==> config.mk <==
export PLATFORM = sky130hd
export DESIGN_NAME = pcsd_decoder
export DESIGN_NICKNAME = d
export VERILOG_FILES = /design/src/logic/pcsd_pkg.sv /design/src/logic/pcsd_decoder.sv
export SDC_FILE = /design/constraint.sdc
export NUM_CORES = 1
export LEC_CHECK = 0
export ABC_AREA = 0
export BUFFER_PORTS_ARGS = -buffer_cell sky130_fd_sc_hd__buf_4
export CAP_MARGIN = 20
export CORE_MARGIN = 3
export CORE_UTILIZATION = 50
export CTS_BUF_LIST = sky130_fd_sc_hd__clkbuf_16
export DETAILED_ROUTE_END_ITERATION = 8
export PLACE_DENSITY = 0.87
export SLEW_MARGIN = 30
export SYNTH_ARGS = -nofsm -noshare
export SYNTH_HDL_FRONTEND = slang
export SYNTH_SLANG_ARGS = --single-unit
==> constraint.sdc <==
create_clock -name clock -period 3 [get_ports clock]
set_clock_uncertainty 0.2 [all_clocks]
set_input_delay 0.6 -clock clock [delete_from_list [all_inputs] [get_ports clock]]
set_output_delay 0.6 -clock clock [all_outputs]
set_load 0.02 [all_outputs]
==> src/logic/pcsd_pkg.sv <==
`default_nettype none
package pcsd_pkg;

  // ==========================================================================
  // widths
  localparam int PCSD_ADDR_W = 11;
  localparam int PCSD_DATA_W = 16;
  localparam int PCSD_REG_W = 8;
  localparam int PCSD_REG_N = 4;

  // ==========================================================================
  // attribute space decode (address bits 10..3 and 10..9)
  localparam logic [7:0] PCSD_CFG_BLOCK = 8'h40;
  localparam logic [1:0] PCSD_CIS_AREA = 2'h0;

  // ==========================================================================
  // configuration register index (address bits 2..1)
  localparam logic [1:0] PCSD_IDX_OPTION = 2'h0;
  localparam logic [1:0] PCSD_IDX_STATUS = 2'h1;
  localparam logic [1:0] PCSD_IDX_PIN = 2'h2;
  localparam logic [1:0] PCSD_IDX_SOCKET = 2'h3;
  localparam logic [7:0] PCSD_REG_RESET = 8'h00;

  // ==========================================================================
  // lane enables, low active, bit 0 = low byte
  localparam logic [1:0] PCSD_OE_NONE = 2'h3;
  localparam logic [1:0] PCSD_OE_LOW = 2'h2;
  localparam logic [1:0] PCSD_OE_HIGH = 2'h1;
  localparam logic [1:0] PCSD_OE_WORD = 2'h0;

  // ==========================================================================
  // types
  typedef struct packed {
    logic ce_low_n;
    logic ce_high_n;
    logic reg_n;
    logic oe_n;
    logic we_n;
    logic [PCSD_ADDR_W-1:0] addr;
  } pcsd_pins_t;

  localparam pcsd_pins_t PCSD_PINS_IDLE = '{1'b1, 1'b1, 1'b1, 1'b1, 1'b1, 11'h000};

  typedef enum logic [2:0] {
    PCSD_SP_NONE,
    PCSD_SP_COMMON,
    PCSD_SP_CIS,
    PCSD_SP_CONFIG,
    PCSD_SP_INVALID
  } pcsd_space_t;

  typedef enum logic [1:0] {
    PCSD_LANE_NONE,
    PCSD_LANE_LOW,
    PCSD_LANE_HIGH,
    PCSD_LANE_WORD
  } pcsd_lane_t;

  typedef struct packed {
    pcsd_space_t space;
    pcsd_lane_t lane;
    logic read;
    logic write;
    logic [PCSD_ADDR_W-1:0] addr;
    logic [PCSD_DATA_W-1:0] wdata;
  } pcsd_access_t;

  localparam pcsd_access_t PCSD_ACCESS_IDLE = '{PCSD_SP_NONE, PCSD_LANE_NONE, 1'b0, 1'b0, 11'h000, 16'h0000};

endpackage : pcsd_pkg
`default_nettype wire

==> src/logic/pcsd_decoder.sv <==
`default_nettype none
module pcsd_decoder (
  // clock and reset
  input wire logic clock,
  input wire logic reset_n,
  // card pins
  input wire pcsd_pkg::pcsd_pins_t pins,
  input wire logic [15:0] data_in,
  output logic [15:0] data_out,
  output logic [1:0] data_oe_n,
  // storage back end
  output pcsd_pkg::pcsd_access_t access,
  output logic access_start,
  input wire logic [15:0] back_rdata,
  // configuration registers
  output logic [7:0] config_option,
  output logic [7:0] card_config_status,
  output logic [7:0] pin_replacement,
  output logic [7:0] socket_and_copy
);
  import pcsd_pkg::*;

  // ==========================================================================
  // pin synchronisers, three stages, accept when stages two and three agree
  pcsd_pins_t pins_s1, pins_s2, pins_s3, pins_q;
  logic [PCSD_DATA_W-1:0] data_s1, data_s2, data_s3, data_q;

  always_ff @(posedge clock) begin
    if (!reset_n) begin
      pins_s1 <= PCSD_PINS_IDLE;
      pins_s2 <= PCSD_PINS_IDLE;
      pins_s3 <= PCSD_PINS_IDLE;
      pins_q <= PCSD_PINS_IDLE;
    end else begin
      pins_s1 <= pins;
      pins_s2 <= pins_s1;
      pins_s3 <= pins_s2;
      if (pins_s2 == pins_s3) begin
        pins_q <= pins_s3;
      end
    end
  end

  always_ff @(posedge clock) begin
    if (!reset_n) begin
      data_s1 <= '0;
      data_s2 <= '0;
      data_s3 <= '0;
      data_q <= '0;
    end else begin
      data_s1 <= data_in;
      data_s2 <= data_s1;
      data_s3 <= data_s2;
      if (data_s2 == data_s3) begin
        data_q <= data_s3;
      end
    end
  end

  // ==========================================================================
  // strobe decode
  wire ce_lo = ~pins_q.ce_low_n;
  wire ce_hi = ~pins_q.ce_high_n;
  wire attr = ~pins_q.reg_n;
  wire a0 = pins_q.addr[0];
  wire rd = ~pins_q.oe_n & pins_q.we_n;
  wire wr = pins_q.oe_n & ~pins_q.we_n;
  wire strobe = rd | wr;
  wire lo_only = ce_lo & ~ce_hi;
  wire hi_only = ce_hi & ~ce_lo;
  wire both_ce = ce_lo & ce_hi;
  wire cis_area = (pins_q.addr[10:9] == PCSD_CIS_AREA);
  wire cfg_area = (pins_q.addr[10:3] == PCSD_CFG_BLOCK);
  wire [1:0] cfg_idx = pins_q.addr[2:1];

  // ==========================================================================
  // space and lane selection; both enables negated falls through to none
  wire sel_common = ~attr & strobe & (lo_only | hi_only | (both_ce & ~a0));
  wire sel_cis = attr & rd & ce_lo & cis_area & ~a0;
  wire sel_config = attr & strobe & ce_lo & cfg_area & ~a0;
  wire sel_invalid = attr & strobe & ((lo_only & a0) | hi_only)
                   | attr & wr & ce_lo & cis_area;
  wire pcsd_space_t space = sel_invalid ? PCSD_SP_INVALID :
                            sel_common ? PCSD_SP_COMMON :
                            sel_cis ? PCSD_SP_CIS :
                            sel_config ? PCSD_SP_CONFIG : PCSD_SP_NONE;
  // attribute space is byte wide on the low lanes even when both enables are low
  wire pcsd_lane_t lane = (space == PCSD_SP_NONE || space == PCSD_SP_INVALID) ? PCSD_LANE_NONE :
                          (space != PCSD_SP_COMMON) ? PCSD_LANE_LOW :
                          both_ce ? PCSD_LANE_WORD :
                          hi_only ? PCSD_LANE_HIGH : PCSD_LANE_LOW;

  wire valid = (space != PCSD_SP_NONE) && (space != PCSD_SP_INVALID);
  wire pcsd_access_t next_access = valid ? pcsd_access_t'{space, lane, rd, wr, pins_q.addr, data_q} :
                                   PCSD_ACCESS_IDLE;

  // ==========================================================================
  // access start; one commit per strobe, the host negates between cycles
  logic strobe_d;
  wire start = strobe & ~strobe_d;
  wire cfg_write = start & wr & (space == PCSD_SP_CONFIG);

  always_ff @(posedge clock) begin
    if (!reset_n) begin
      strobe_d <= 1'b0;
      access <= PCSD_ACCESS_IDLE;
      access_start <= 1'b0;
    end else begin
      strobe_d <= strobe;
      access <= next_access;
      access_start <= start & ((space == PCSD_SP_COMMON) | (space == PCSD_SP_CIS));
    end
  end

  // ==========================================================================
  // configuration registers
  logic [PCSD_REG_W-1:0] cfg_reg [PCSD_REG_N];

  always_ff @(posedge clock) begin
    if (!reset_n) begin
      for (int i = 0; i < PCSD_REG_N; i++) begin
        cfg_reg[i] <= PCSD_REG_RESET;
      end
    end else if (cfg_write) begin
      cfg_reg[cfg_idx] <= data_q[PCSD_REG_W-1:0];
    end
  end

  assign config_option = cfg_reg[PCSD_IDX_OPTION];
  assign card_config_status = cfg_reg[PCSD_IDX_STATUS];
  assign pin_replacement = cfg_reg[PCSD_IDX_PIN];
  assign socket_and_copy = cfg_reg[PCSD_IDX_SOCKET];

  // ==========================================================================
  // read data path, one cycle behind the registered access
  wire [1:0] acc_idx = access.addr[2:1];
  wire [15:0] read_src = (access.space == PCSD_SP_CONFIG) ? {8'h00, cfg_reg[acc_idx]} : back_rdata;
  wire [1:0] next_oe_n = !access.read ? PCSD_OE_NONE :
                         (access.lane == PCSD_LANE_LOW) ? PCSD_OE_LOW :
                         (access.lane == PCSD_LANE_HIGH) ? PCSD_OE_HIGH :
                         (access.lane == PCSD_LANE_WORD) ? PCSD_OE_WORD : PCSD_OE_NONE;

  always_ff @(posedge clock) begin
    if (!reset_n) begin
      data_out <= '0;
      data_oe_n <= PCSD_OE_NONE;
    end else begin
      data_out <= read_src;
      data_oe_n <= next_oe_n;
    end
  end
endmodule : pcsd_decoder
`default_nettype wire

==> summary.txt <==
Global routing
  • First-pass GRT wire length: 23.7 mm
  • Total global routing overflow: 0
  • Vias in the first global route: 4,699
  • Total GRT Usage: 17.6%
  • Largest net degree at the start of global routing: 165
  • Initial antenna violation count: 0

Clocking
  • Worst skew pair latency: 490 ps
  • Post-CTS Setup Bufs: 0
  • TritonCTS clock tree: yes
  • CTS H-tree depth: 1
  • CTS root buf: clkbuf_16
  • Hold_buf cts: 0
  • Clock slew at reported path FFs: 60 ps
  • Clock buffer depth: 3
  • Number of gates resized after CTS: 0
  • CTS buffer count: 21
  • CTS Sinks: 214

Setup path
  • Crit path capture type: flop
  • Worst setup path class: reg2reg
  • Worst path slowest cell: or3_4
  • Crit path DAT: 2690 ps
  • Critical Path Max Stage Delay: 430 ps
  • CP Launch Type: flop
  • WP data required: 3000 ps
  • CP Max Fanout: 8
  • CP cell instances: inv_1, ha_1, nor4b_2, nand3_2, or3_4, o41ai_2, buf_4

Timing
  • Final period utilization: 89.7%
  • Fin Setup TNS: 0 ps
  • Slew HR: 52.9%
  • Fin crit period: 2690 ps
  • RSZ-0062 raised after global routing: no
  • Worst Max-Slew Pin Slew: 706 ps
  • Max Slew Vio Count: 0
  • Final Setup Violations: 0
  • Final hold violations: 0
  • Max frequency: 372 MHz

Route
  • Avg Vias per Cell: 4.87
  • Routed Wire Length: 14.8 mm
  • Vias post-DR: 4,753
  • Antenna-violating nets left: 0
  • DRT iter0 DRCs: 301
  • Routed length per instance: 15.2 um
  • DRC errors left: 0
  • Drt pass-1 iters: 6

Logic synthesis
  • Area leader, netlist: dfxtp_1
  • EDFF count, synth: 32
  • Area fraction of the dominant cell type after synthesis: 48.5%
  • Syn_area_per_cell: 11.7 um^2
  • Ys flop type: dfxtp_1
  • Largest cells by area after synthesis: dfxtp_1 (49%), edfxtp_1 (13%), and2_1 (6.8%), mux2i_1 (4.3%), xnor2_1 (3.7%)
  • Yosys reg bits: 214
  • Synthesized area: 7510 um^2
  • Most common cell in the netlist: dfxtp_1
  • Post-synth cell types: 43
  • Synthesis Warnings: 0
  • Seq/Total Area, Yosys: 61.3%
  • Post-Syn Instances: 643
  • Most instantiated cells after synthesis: dfxtp_1 (182), and2_1 (81), nand2_1 (74)
  • Post-synth net total: 698
  • Async SR Flop Fraction: 0%

Finish
  • Ant. Diodes: 0
  • Nets: 831
  • Share of cells above drive strength 1: 25.8%
  • Max reg flops: 34
  • Syn-to-layout area delta: 25.4%
  • Final Core Density: 64.5%

Die
  • I/O pin count: 135
  • Cell row count: 44
  • Starting Density: 51.5%
  • Core Area: 14,600 um^2
  • Die Wd: 129 um
  • Die ar.: 16,500 um^2
  • Die Ht: 129 um

Power and ir drop
  • Cell area power density: 646 nW/um^2
  • Tot Pwr: 6080 uW
  • Worst VDD drop: 0.360 mV
  • Static Leak: 0.00383 uW

Placed design
  • Hpwl dp: 10.0 mm
  • GPL Wtd Cong: 0.845
  • Port bufs: 134

Outcome
  • Run status: complete, no violations

Hold path
  • HP Class: in2reg

Job
  • Max Cap Violations: 0
worst max-delay path: cells and delay by family, from the launching register on:
kind | cells | cell delay [ps]
buffers and inverters | 2 | 270
AOI/OAI and AO/OA | 1 | 280
adders and majority gates | 1 | 370
and+or+nand+nor | 3 | 920
DFF | 1 | 360
path summary, 6_finish.rpt:
kind	startpoint	end	slack, ps	cells past startpoint
max	pins_q[11]$_SDFFE_PN1N_	cfg_reg[0][5]$_SDFFCE_PN0P_	310	7
min	pins[12]	pins_s1[12]$_SDFF_PN1_	100	2
max reg2reg	pins_q[11]$_SDFFE_PN1N_	cfg_reg[0][5]$_SDFFCE_PN0P_	310	7
min reg2reg	pins_s1[11]$_SDFF_PN1_	pins_s2[11]$_SDFF_PN1_	210	1
area by class of cell:
class                           count  area (um^2)
Tap cell                          184          230
Multi-Input combinational cell    384         2680
Clock inverter                     14          143
Timing Repair Buffer              148         1120
Sequential cell                   214         4600
Fill cell                        1132         5180
Inverter                            7         26.3
Clock buffer                       24          601
layer usage:
metal  part of all wire, %  vias to the layer above  GRT usage [%]
met5                     0                        -              0
met1                    42                     2142           22.4
met3                   7.9                       25           3.74
li1                      -                     2417              -
met2                    48                      169           30.2
met4                   1.9                        0           5.37
through the flow:
| stage | hold WS, ps | area, um^2 | cells | worst slack (ps) |
|---|---|---|---|---|
| floorplan | 186 | 7510 | 643 | 198 |
| global placement | 191 | 8660 | 936 | 212 |
| detailed placement | 195 | 8660 | 936 | 126 |
| CTS | 79.9 | 9400 | 974 | 111 |
| global route | 89.7 | 9410 | 975 | 162 |
| finish | 95.2 | 9410 | 975 | 309 |
cells in the final DEF, fill, tap and decap left out, types with 2 or more instances in the layout:
| cell type | Yosys | layout |
|---|---|---|
| nor4_4 | 4 | 4 |
| nor3b_1 | 28 | 28 |
| bufinv_16 | 0 | 3 |
| xnor2_1 | 32 | 32 |
| and4_1 | 6 | 6 |
| clkinv_1 | 0 | 5 |
| nand3_1 | 3 | 3 |
| dfxtp_1 | 182 | 182 |
| and4_2 | 2 | 2 |
| edfxtp_1 | 32 | 32 |
| clkbuf_16 | 0 | 24 |
| mux2i_1 | 32 | 32 |
| nand3b_1 | 2 | 2 |
| nor2b_1 | 3 | 3 |
| ha_1 | 5 | 5 |
| mux4_2 | 8 | 8 |
| and3_1 | 28 | 28 |
| nand2b_1 | 16 | 16 |
| nor2_1 | 15 | 15 |
| a21oi_1 | 11 | 10 |
| and3_2 | 4 | 4 |
| nand2_1 | 74 | 74 |
| nor3_1 | 4 | 4 |
| o21ai_0 | 4 | 3 |
| and2_1 | 81 | 81 |
| inv_1 | 7 | 9 |
| nand4_1 | 8 | 8 |
| buf_4 | 3 | 147 |
| inv_4 | 0 | 2 |
logic make-up after synthesis:
kind of cell / synth area share [%]
compound gates: 1.77
flops: 61.3
buf+inv: 2.97
fa+ha+maj: 0.833
other cells: 0.0500
mux: 6.67
simple gates: 22.7
xor+xnor: 3.73
where the power goes:
group | total [uW] | switching, uW | internal (uW)
Clock | 2740 | 1050 | 1690
Sequential | 3030 | 41.5 | 2990
Combinational | 312 | 155 | 157
Total | 6080 | 1240 | 4840
Note: power is estimated with default switching activity, not from simulation.
